<file path="config.mk">
export PLATFORM = sky130hd
export DESIGN_NAME = mld_core
export DESIGN_NICKNAME = d
export VERILOG_FILES = /design/src/mld_pkg.sv /design/src/mld_core.sv
export SDC_FILE = /design/constraint.sdc
export NUM_CORES = 2
export LEC_CHECK = 0
export ABC_AREA = 1
export BUFFER_PORTS_ARGS = -buffer_cell sky130_fd_sc_hd__buf_2
export CORE_MARGIN = 8
export CORE_UTILIZATION = 35
export DETAILED_ROUTE_END_ITERATION = 6
export GPL_TIMING_DRIVEN = 1
export HOLD_SLACK_MARGIN = 0.08
export SETUP_SLACK_MARGIN = 0.4
export SLEW_MARGIN = 20
export SYNTH_ARGS = -nofsm -noshare
export SYNTH_HDL_FRONTEND = slang
export SYNTH_SLANG_ARGS = --single-unit
</file>
<file path="constraint.sdc">
create_clock -name pclk -period 4.9 [get_ports pclk]
set_input_delay 0.735 -clock pclk [delete_from_list [all_inputs] [get_ports pclk]]
set_output_delay 0.735 -clock pclk [all_outputs]
set_load 0.01 [all_outputs]
</file>
<file path="src/mld_pkg.sv">
// package for the matrix led dimmer core: register map, field layout, reset values
// Notes on behaviour
// - open threshold per channel, four levels, highest level after reset
// - open fault while enabled: switch on, dimming suspended until software clears
// - short detector counts one to four shorts, one short after reset
// - short fault leaves the programmed dimming running unchanged
// - over-temperature is latched as a reportable fault with the led faults
// - alert pulled low when any led or overheat fault is detected while enabled
// - nine writable command registers, two read-only fault registers, all readable
// - registers reachable in any order; four address bits select one of sixteen
// - dimming rate is pwm clock over 2048; external clock overrides internal
// - bus works while disabled; writes then are discarded when enable rises
// - disabled: all switches off, alert inactive
// - enable rising edge reloads defaults, all switches off, leds lit
// - reset staggers channel counters by one eighth of a dimming cycle
// - dimming: lit at cycle start, dark once counter equals value, till next cycle
// - without fade the new value takes effect within one dimming cycle
// - single-channel dimming value is replaced only at the ending stop condition
// - fade steps computed at 11 bits, times 1.0625 rising, 0.9375 falling
// - fade starts at stored value, ends at target once step reaches or passes it
// - each fade step lasts four dimming cycles, 8192 pwm clocks
// - full range fade takes at most 97 steps up, 92 steps down
// - all-channel address 010 plus select bits, single-channel 101 plus select bits
// - mode field: 00 off, 01 on, 10 dimming, 11 dimming with fade
// - alert released after alert response or when faults cleared by write
// - switch follows last written of all-channel or single-channel register
package mld_pkg;
  localparam int unsigned NUM_CH = 8;
  localparam int unsigned ADDR_W = 8;
  // apb byte addresses, one word each
  localparam logic [7:0] OFF_CFG0 = 8'h00; // channel_config_reg 0..7 at 0x00..0x1c
  localparam logic [7:0] OFF_ONOFF = 8'h20;
  localparam logic [7:0] OFF_FLT_OPEN = 8'h24;
  localparam logic [7:0] OFF_FLT_SHORT = 8'h28;
  localparam logic [7:0] OFF_FLT_CLR = 8'h2c;
  localparam logic [7:0] OFF_COMMIT = 8'h30;
  localparam logic [7:0] OFF_STATUS = 8'h34;
  localparam logic [7:0] OFF_ARA = 8'h38;
  // channel_config_reg fields
  localparam int unsigned DV_LSB = 0;
  localparam int unsigned MODE_LSB = 8;
  localparam int unsigned STH_LSB = 10;
  localparam int unsigned OTH_LSB = 12;
  localparam int unsigned CFG_W = 14;
  localparam logic [13:0] CFG_RESET = 14'h3101;
  localparam logic [7:0] ONOFF_RESET = 8'hff;
  // channel_mode_field encodings
  localparam logic [1:0] MODE_OFF = 2'h0;
  localparam logic [1:0] MODE_ON = 2'h1;
  localparam logic [1:0] MODE_DIM = 2'h2;
  localparam logic [1:0] MODE_FADE = 2'h3;
  // dimming cycle and fade timing in pwm clock ticks
  localparam int unsigned CYCLE_TICKS = 2048;
  localparam int unsigned CNT_W = 11;
  localparam int unsigned STEP_CYCLES = 4;
  localparam int unsigned STAGGER = CYCLE_TICKS / NUM_CH;
  localparam int unsigned FADE_W = 11;
  // slave address prefixes
  localparam logic [2:0] ADR_ALL = 3'h2;
  localparam logic [2:0] ADR_ONE = 3'h5;
endpackage : mld_pkg

</file>
<file path="src/mld_core.sv">
// matrix led pwm dimmer core with apb register access
//
// Design decisions made here: the placing of the registers and register access over APB.
`timescale 1ns/1ps
`default_nettype none
module mld_core #(
  parameter int unsigned NUM_CH = mld_pkg::NUM_CH
) (
  // apb
  input wire logic pclk,
  input wire logic presetn,
  input wire logic psel,
  input wire logic penable,
  input wire logic pwrite,
  input wire logic [7:0] paddr,
  input wire logic [31:0] pwdata,
  output logic [31:0] prdata,
  output logic pready,
  output logic pslverr,
  // pins
  input wire logic enable_input,
  input wire logic pwm_clock_pin,
  input wire logic ext_clock_sel,
  input wire logic int_osc_tick,
  input wire logic [3:0] addr_select,
  // analog fault detectors
  input wire logic [NUM_CH-1:0] open_detect,
  input wire logic [NUM_CH-1:0] short_detect,
  input wire logic overheat_detect,
  // outputs
  output logic [NUM_CH-1:0] bypass_switch,
  output logic [1:0] open_threshold_select [NUM_CH],
  output logic [1:0] short_threshold_select [NUM_CH],
  output logic alert_n_o,
  output logic alert_n_oe
);
  // synchronisers for pins
  logic [1:0] en_s, pck_s, sel_s, osc_s, ot_s;
  logic [NUM_CH-1:0] op_s0, op_s1, sh_s0, sh_s1;
  // address pins are straps but may still move while the bus is read
  logic [3:0] as_s0, as_s1;
  always_ff @(posedge pclk or negedge presetn) begin
    if (!presetn) begin
      en_s <= 2'h0;
      pck_s <= 2'h0;
      sel_s <= 2'h0;
      osc_s <= 2'h0;
      ot_s <= 2'h0;
      op_s0 <= '0;
      op_s1 <= '0;
      sh_s0 <= '0;
      sh_s1 <= '0;
      as_s0 <= 4'h0;
      as_s1 <= 4'h0;
    end else begin
      en_s <= {en_s[0], enable_input};
      pck_s <= {pck_s[0], pwm_clock_pin};
      sel_s <= {sel_s[0], ext_clock_sel};
      osc_s <= {osc_s[0], int_osc_tick};
      ot_s <= {ot_s[0], overheat_detect};
      op_s0 <= open_detect;
      op_s1 <= op_s0;
      sh_s0 <= short_detect;
      sh_s1 <= sh_s0;
      as_s0 <= addr_select;
      as_s1 <= as_s0;
    end
  end
  wire enabled = en_s[1];
  logic en_d, pck_d, osc_d;
  always_ff @(posedge pclk or negedge presetn) begin
    if (!presetn) begin
      en_d <= 1'b0;
      pck_d <= 1'b0;
      osc_d <= 1'b0;
    end else begin
      en_d <= en_s[1];
      pck_d <= pck_s[1];
      osc_d <= osc_s[1];
    end
  end
  wire por = enabled && !en_d;
  // external clock overrides the internal oscillator
  wire tick = sel_s[1] ? (pck_s[1] && !pck_d) : (osc_s[1] && !osc_d);

  // apb decode
  wire acc = psel && penable;
  wire wr = acc && pwrite;
  wire is_cfg = (paddr[7:5] == 3'h0) && (paddr[1:0] == 2'h0);
  wire [2:0] cidx = paddr[4:2];
  wire known = is_cfg || paddr == mld_pkg::OFF_ONOFF || paddr == mld_pkg::OFF_FLT_OPEN
    || paddr == mld_pkg::OFF_FLT_SHORT || paddr == mld_pkg::OFF_FLT_CLR
    || paddr == mld_pkg::OFF_COMMIT || paddr == mld_pkg::OFF_STATUS
    || paddr == mld_pkg::OFF_ARA;
  assign pready = 1'b1;
  assign pslverr = acc && !known;

  // registers
  logic [13:0] cfg_reg [NUM_CH];
  logic [7:0] pend_dv_reg [NUM_CH];
  logic [NUM_CH-1:0] pend_reg, sc_ctl_reg, open_flt_reg, short_flt_reg;
  logic [7:0] onoff_reg;
  logic ot_flt_reg, alert_reg;
  logic [10:0] cnt_reg [NUM_CH];
  logic [10:0] fade_reg [NUM_CH];
  logic [1:0] stepc_reg [NUM_CH];
  logic [NUM_CH-1:0] lit_reg;

  wire commit = wr && paddr == mld_pkg::OFF_COMMIT && pwdata[0]; // stop seen
  wire clr_wr = wr && paddr == mld_pkg::OFF_FLT_CLR;
  wire ara_rd = acc && !pwrite && paddr == mld_pkg::OFF_ARA;
  wire any_flt = |open_flt_reg || |short_flt_reg || ot_flt_reg;

  genvar g;
  generate
    for (g = 0; g < NUM_CH; g++) begin : gch
      wire cfg_wr = wr && is_cfg && cidx == 3'(g);
      wire [7:0] dv = cfg_reg[g][7:0];
      wire [1:0] md = cfg_reg[g][9:8];
      wire cyc_end = tick && cnt_reg[g] == 11'(mld_pkg::CYCLE_TICKS - 1);
      wire fading = md == mld_pkg::MODE_FADE;
      wire [11:0] up = {1'b0, fade_reg[g]} + {5'h0, fade_reg[g][10:4]};
      wire [10:0] dn = fade_reg[g] - {4'h0, fade_reg[g][10:4]};
      wire [10:0] tgt = {dv, 3'h0};
      wire rising = fade_reg[g] < tgt;
      // ensure motion when the 1/16 increment is below one lsb
      wire [11:0] up_s = (up[10:0] == fade_reg[g]) ? up + 12'h1 : up;
      wire [10:0] dn_s = (dn == fade_reg[g]) ? dn - 11'h1 : dn;
      // reach or pass the target ends the fade
      wire [10:0] nxt = rising ? ((up_s >= {1'b0, tgt}) ? tgt : up_s[10:0])
                               : ((dn_s <= tgt) ? tgt : dn_s);
      // fade compare uses the integer part
      wire [7:0] cmp = fading ? fade_reg[g][10:3] : dv;
      wire sc_drive = md == mld_pkg::MODE_ON ? 1'b0 : md == mld_pkg::MODE_OFF ? 1'b1 : !lit_reg[g];
      wire sw = sc_ctl_reg[g] ? sc_drive : !onoff_reg[g];
      // open fault bypasses, short fault keeps dimming, all switches off when disabled
      assign bypass_switch[g] = enabled && (open_flt_reg[g] || sw);
      assign open_threshold_select[g] = cfg_reg[g][13:12];
      assign short_threshold_select[g] = cfg_reg[g][11:10];

      always_ff @(posedge pclk or negedge presetn) begin
        if (!presetn) begin
          cfg_reg[g] <= mld_pkg::CFG_RESET;
          pend_dv_reg[g] <= 8'h00;
          pend_reg[g] <= 1'b0;
          sc_ctl_reg[g] <= 1'b0;
          cnt_reg[g] <= 11'(g * mld_pkg::STAGGER);
          fade_reg[g] <= 11'h008;
          stepc_reg[g] <= 2'h0;
          lit_reg[g] <= 1'b1;
          open_flt_reg[g] <= 1'b0;
          short_flt_reg[g] <= 1'b0;
        end else if (por) begin // defaults and stagger
          cfg_reg[g] <= mld_pkg::CFG_RESET;
          pend_reg[g] <= 1'b0;
          sc_ctl_reg[g] <= 1'b0;
          cnt_reg[g] <= 11'(g * mld_pkg::STAGGER);
          fade_reg[g] <= 11'h008;
          stepc_reg[g] <= 2'h0;
          lit_reg[g] <= 1'b1;
          open_flt_reg[g] <= 1'b0;
          short_flt_reg[g] <= 1'b0;
        end else begin
          if (cfg_wr) begin
            cfg_reg[g][13:8] <= pwdata[13:8];
            pend_dv_reg[g] <= pwdata[7:0];
            pend_reg[g] <= 1'b1;
            sc_ctl_reg[g] <= 1'b1;
          end else if (commit && pend_reg[g]) begin
            cfg_reg[g][7:0] <= pend_dv_reg[g];
            pend_reg[g] <= 1'b0;
          end
          if (wr && paddr == mld_pkg::OFF_ONOFF) sc_ctl_reg[g] <= 1'b0;
          if (tick) begin
            cnt_reg[g] <= cnt_reg[g] + 11'h1; // 2048 ticks per cycle
            // lit at start, dark at compare, new value compared from the next tick
            if (cyc_end) lit_reg[g] <= 1'b1;
            else if (cnt_reg[g][10:3] == cmp) lit_reg[g] <= 1'b0;
          end
          if (!fading) begin
            fade_reg[g] <= tgt;
            stepc_reg[g] <= 2'h0;
          end else if (cyc_end) begin
            stepc_reg[g] <= stepc_reg[g] + 2'h1;
            // step every four cycles
            if (stepc_reg[g] == 2'(mld_pkg::STEP_CYCLES - 1) && fade_reg[g] != tgt)
              fade_reg[g] <= nxt;
          end
          // set wins over clear; latched only while enabled
          if (clr_wr && pwdata[g]) open_flt_reg[g] <= 1'b0;
          if (clr_wr && pwdata[8 + g]) short_flt_reg[g] <= 1'b0;
          if (enabled && op_s1[g]) open_flt_reg[g] <= 1'b1;
          if (enabled && sh_s1[g]) short_flt_reg[g] <= 1'b1;
        end
      end
    end
  endgenerate

  always_ff @(posedge pclk or negedge presetn) begin
    if (!presetn) begin
      onoff_reg <= mld_pkg::ONOFF_RESET;
      ot_flt_reg <= 1'b0;
      alert_reg <= 1'b0;
    end else if (por) begin
      onoff_reg <= mld_pkg::ONOFF_RESET;
      ot_flt_reg <= 1'b0;
      alert_reg <= 1'b0;
    end else begin
      if (wr && paddr == mld_pkg::OFF_ONOFF) onoff_reg <= pwdata[7:0];
      if (clr_wr && pwdata[16]) ot_flt_reg <= 1'b0;
      if (enabled && ot_s[1]) ot_flt_reg <= 1'b1;
      // new fault raises alert; response or clear releases it
      if (enabled && (|op_s1 || |sh_s1 || ot_s[1])) alert_reg <= 1'b1;
      else if (ara_rd || clr_wr || !any_flt) alert_reg <= 1'b0;
    end
  end
  // open-drain alert, inactive when disabled
  assign alert_n_o = 1'b0;
  assign alert_n_oe = enabled && alert_reg;

  // read mux, all registers readable
  logic [31:0] rd;
  always_comb begin
    rd = 32'h0;
    if (is_cfg) rd = {18'h0, cfg_reg[cidx]};
    else if (paddr == mld_pkg::OFF_ONOFF) rd = {24'h0, onoff_reg};
    else if (paddr == mld_pkg::OFF_FLT_OPEN) rd = {24'h0, open_flt_reg};
    else if (paddr == mld_pkg::OFF_FLT_SHORT) rd = {23'h0, ot_flt_reg, short_flt_reg};
    else if (paddr == mld_pkg::OFF_STATUS) rd = {22'h0, enabled, alert_reg, sc_ctl_reg};
    else if (paddr == mld_pkg::OFF_ARA) rd = {24'h0, mld_pkg::ADR_ALL, as_s1, 1'b1};
  end
  always_ff @(posedge pclk or negedge presetn) begin
    if (!presetn) prdata <= 32'h0;
    else if (psel && !penable && !pwrite) prdata <= rd;
  end
endmodule : mld_core
`default_nettype wire

</file>
-- Word-level counts from Yosys, hierarchy flattened
Cells that the tools add are included.
- register bits: 503
- bits in latches: 0
- RAM bits: 0
- bits in read-only memories: 0
- bits of input ports: 70
- output and inout port bits: 76
- logic and storage cells: 848
- memories: 0
- add/subtract/negate cells: 48
- $mul: 0
- divide/modulo/power cells: 0
- $lt $le $gt $ge: 25
- eq/ne operators: 102
- shift operators: 0
- mux-type cells: 322
- bitwise logic cells: 2
- reductions and logical operators: 243
- operator list (operator ; count):
    $mux 11 ; 80
    $mux 8 ; 26
    $eq 11x11->1 ; 16
    $mux 1 ; 159
    $mux 14 ; 10
    $mux 32 ; 4
    $reduce_bool 3->1 ; 42
    $add 11x7->12 ; 8
    $add 12x1->12 const B ; 8
    $ge 12x11->1 ; 8
    $mux 12 ; 8
    $logic_and 1x1->1 ; 92
    $add 11x1->11 const B ; 8
    $eq 11x11->1 const B ; 8
    $le 11x11->1 ; 8
    $lt 11x11->1 ; 8
    $ne 11x11->1 ; 8
    $sub 11x1->11 const B ; 8
    $sub 11x7->11 ; 8
    $eq 8x8->1 ; 8
    $reduce_and 2->1 ; 32
    $eq 8x6->1 const B ; 7
    $mux 2 ; 24
    $mux 6 ; 8
    other kinds (21) ; 146

-- Depth between registers and ports, before layout
- word-level depth: 11
- depth in mapped cells: 35
- depth with buffers taken out: 34

-- Worst setup path before layout
OpenSTA, ideal clock, no wires.
- path kind: register -> register
- start: register fade_reg[4] (netlist name)
- end: register fade_reg[5] (netlist name)
- setup time: 0.117 ns
- arrival time: 4.043 ns
- data required time: 4.783 ns
- setup slack: 0.741 ns
- cell stages (with the launch flop): 32
- buffers on the path: 1
- period minus slack after synthesis: 4.159 ns
- cells stage by stage: dfrtp_1 ha_1 inv_1 fa_1 nand3_1 nand2_1 nand2_1 nand2_1 nand2_1 nand3_1 nor2_1 nand2_1 nor2_2 nand2_2 inv_1 nand4_1 xnor2_1 inv_1 ha_1 inv_1 o21bai_1 a221oi_1 o221ai_1 nand2_1 nand3_2 buf_6 nand2_1 o211ai_1 nand2_1 nand2_1 nand2_1 nand2_1
- longest elaborated chain between the ends: 10
- elaborated cells between the ends (all ways): 22
- classes of those cells: add/sub (4); order compare (3); eq/ne (4); mux (9); reduce/logical (2)
- RTL lines (what ; line ; RTL):
    start: declaration ; mld_core.sv:105 ; logic [10:0] fade_reg [NUM_CH];
    start signal: indexed assignment ; mld_core.sv:181 ; fade_reg[g] <= tgt;
    start signal: indexed assignment ; mld_core.sv:187 ; fade_reg[g] <= nxt;
    $add 11x7->12 / $sub 11x7->11 (equally long branches) ; mld_core.sv:122, mld_core.sv:123 ;
    $add 12x1->12, or another cell as far along ; mld_core.sv:127 ; wire [11:0] up_s = (up[10:0] == fade_reg[g]) ? up + 12'h1 : up;
    $mux 12 / $mux 11 (equally long branches) ; mld_core.sv:127, mld_core.sv:128 ;
    $ge 12x11->1 / $le 11x11->1 (equally long branches) ; mld_core.sv:130, mld_core.sv:131 ;
    $mux 11 (on tied branches) ; mld_core.sv:130, mld_core.sv:131 ;
    $mux 11 ; mld_core.sv:130 ; wire [10:0] nxt = rising ? ((up_s >= {1'b0, tgt}) ? tgt : up_s[10:0])
    $mux 11 ; mld_core.sv:186 ; if (stepc_reg[g] == 2'(mld_pkg::STEP_CYCLES - 1) && fade_reg[g] != tgt)
    $mux 11 ; mld_core.sv:183 ; end else if (cyc_end) begin
    $mux 11 ; mld_core.sv:180 ; if (!fading) begin
    $mux 11 ; mld_core.sv:153 ; end else if (por) begin
Parallel ways exist; a longest one is shown, timed or not. The select of a mux whose other input is x is not followed.
A chain may end at the register's enable or synchronous reset.

-- Worst setup path in the final report
- start: register fade_reg[37] (netlist name)
- end: register fade_reg[37] (netlist name)
The elaborated chain is that of the path after synthesis.

==> metrics.md <==
| Metric | Value |
|---|---|
| Status | `finished clean` |
| Top FF cell, synth | `dfrtp_1` |
| Bufs on Longest Clock Path | `3` |
| Maxcap violations | `0` |
| Routed wire length | `153000 um` |
| CTS tree | `yes` |
| R2R setup slack | `0.46 ns` |
| Max Slew Vio Count | `0` |
| Yosys warning count | `0` |
| Worst Path Buf+Inv | `4` |
| Worst R2R Start | `fade_reg[37]` |
| Vias | `around 45000` |
| Async set-reset flop share out of synthesis | `100%` |
| Die ar. | `136000 sq um` |
| Library cells used by synthesis | `between 80 and 90` |
| Most numerous cell in the Yosys netlist | `nand2_1` |
| Pre-Repair DR Iteration Count | `6` |
| Initial DRC count | `about 4000` |
| Largest area contributor in the netlist | `dfrtp_1` |
| Cts hold-fix bufs | `0` |
| CTS clk-pin slew, worst paths | `0.06 ns` |
| Worst Hold Class | `in -> async` |
| Largest net degree at the start of global routing | `between 100 and 150` |
| Area grow syn2layout | `16.3%` |
| Slew headroom | `21.7%` |
| Hold Fails Final Rpt | `0` |
| Grt total ovfl | `0` |
| Critical path depth | `29` |
| Final Cycle Share | `90.5%` |
| First-pass GRT wire length | `234000 um` |
| Reg2reg end | `fade_reg[37]` |
| NumNets Final | `7145` |
| Fmax | `0.225 GHz` |
| RSZ-0062 raised after global routing | `true` |
| Vias per cell | `~5.3` |
| RD Place Congestion | `approximately 0.94` |
| Antenna violations before repair | `8` |
| Synth Instances | `6480` |
| Mapped cell area | `43700 sq um` |
| IO Count | `146` |
| Synth area leaders | `dfrtp_1, nand2_1, ha_1, nand3_1, inv_1` |
| # DRC | `0` |
| Final clock skew | `0.0756 ns` |
| Slowest-stage cell, CP | `fa_2` |
| Core area | `124000 sq um` |
| Worst Setup End Kind | `flip-flop` |
| Share of cells above drive strength 1 | `15.5%` |
| CP Class | `reg -> reg` |
| Worst-case reg-to-reg path depth | `29` |
| Worst path most repeated cell | `nand2_2` |
| Starting Density | `35.3%` |
| Worst hold slack | `~0.092 ns` |
| Core Rows | `129` |
| CP Max Fanout | `5` |
| Die width | `369 um` |
| Max VDD drop | `0.000278 V` |
| Total CTS buffers | `57` |
| Max incr delay on CP | `0.55 ns` |
| Critical path data arrival time | `5.00 ns` |
| EDFF count, synth | `0` |
| CP Launch Type | `flip-flop` |
| Syn_area_per_cell | `approximately 6.7 sq um` |
| Clk_lat worst skew | `approximately 0.66 ns` |
| Port Buffers | `110` |
| Leak pwr | `26.1 nW` |
| Post-synth top area share | `23.9%` |
| Min cycle time layout | `approximately 4.4 ns` |
| Antenna-violating nets left | `0` |
| Seq/Total Area, Yosys | `around 28%` |
| Setup Viol. Count Final | `0` |
| Detailed-placement wirelength estimate | `116000 um` |
| P per Cell Area | `around 230 nW/um^2` |
| GRT Total Usage | `21.1%` |
| Die Ht | `369 um` |
| H-tree levels | `2` |
| Wire per inst | `18.1 um` |
| Critical path's top delay family | `simple AND/OR/NAND/NOR gates` |
| Num Clock Sinks | `485` |
| Commonest cells post-synth | `nand2_1, inv_1, nand3_1, nor2_1, dfrtp_1` |
| Vias in the first global route | `~42000` |
| Root Driver | `clkbuf_16` |
| Worst EP required | `5.47 ns` |
| Filler cells | `between 10000 and 15000` |
| Setup TNS | `0 ns` |
| Worst Tran Pin Value | `1.14 ns` |
| Post-synthesis register bit count | `about 490` |
[timing repair]
item / 4_1_cts / 5_1_grt
endpoints found under the setup margin: 20 / 88
pin swaps: 2 / 174
resized for setup: 9 / 390
cloned: 0 / 6
buffers inserted: 0 / 113
[how the worst max path moves through the flow]
stage / from / end / slack (ns)
CTS: fade_reg[81] / fade_reg[86] / 0.40
floorplan: fade_reg[4] / fade_reg[5] / 0.74
finish: fade_reg[37] / fade_reg[37] / 0.46
global route: fade_reg[0] / fade_reg[10] / 0.18
detailed placement: fade_reg[0] / fade_reg[6] / 0.23
global placement: fade_reg[0] / fade_reg[4] / 0.18
[power by group]
part	leakage, nW	switching, W	internal, W	total, W
clock network	0.923	0.00185	0.00249	0.00434
registers	6.32	0.0000987	0.00413	0.00423
logic	18.8	0.00203	0.00117	0.00320
[kinds of logic after synthesis]
logic type	synth area share, %
fa+ha+maj	10.4
mux	0.0229
compound gates	12.9
flops	28.0
xor+xnor	3.91
other cells	0.0172
simple gates	34.5
buf+inv	10.3
[cell usage in the layout (no fill, tap or decap), types with 39 or more instances in the layout]
cell type,netlist,final
dfrtp_1,417,401
xor2_1,157,137
inv_1,802,778
nor2_1,520,493
inv_2,28,46
ha_1,336,287
a21oi_1,302,287
nand4_1,141,141
dfstp_2,68,68
o21ai_0,309,295
nand2_1,1796,1744
clkbuf_16,0,57
nand3_2,19,54
nand3_1,633,593
buf_2,31,109
nand2_2,68,104
nor2_2,24,39
o22ai_1,116,116
buf_4,71,234
nor3_1,105,93
[through the flow]
| stage | util (%) | cell area, sq um | worst slack [ns] | instances | power, W |
|---|---|---|---|---|---|
| finish | 41.0 | 50800 | 0.465 | 8411 | 0.0118 |
| global route | 41.0 | 50800 | 0.183 | 8408 | 0.0124 |
| CTS | 39.0 | 48200 | 0.404 | 8289 | 0.0113 |
| detailed placement | 37.4 | 46300 | 0.232 | 8182 | 0.00694 |
| global placement | 37.4 | 46300 | 0.183 | 8182 | 0.00690 |
| floorplan | - | 43800 | 0.741 | 6498 | 0.00622 |
[worst reg2reg max path, delay by kind of cell, from the launching register on]
family,cells,cell delay (ns)
flops,1,0.41
simple gates,20,2.15
fa+ha+maj,3,1.06
xor+xnor,2,0.30
buf+inv,4,0.44
[final cells by class]
type	count	area, sq um	area share (%)
Antenna cell	3	7.51	0.0148
Timing Repair Buffer	369	2650	5.21
Multi-Input combinational cell	4951	28700	56.4
Inverter	859	3270	6.44
Tap cell	1637	2050	4.03
Clock inverter	25	295	0.581
Clock buffer	82	1630	3.21
Sequential cell	485	12200	24.1
[layer usage]
| layer | share of wire [%] | wire length (um) | up-vias | GRT usage, % |
|---|---|---|---|---|
| li1 | - | - | 21800 | - |
| met1 | 45 | 68300 | 21100 | 29.4 |
| met2 | 44 | 67200 | 1626 | 33.1 |
| met3 | 7.7 | 11800 | 268 | 3.21 |
| met4 | 3.4 | 5200 | 0 | 7.09 |
| met5 | 0 | 0 | - | 0 |
(Power assumes the default switching activity.)
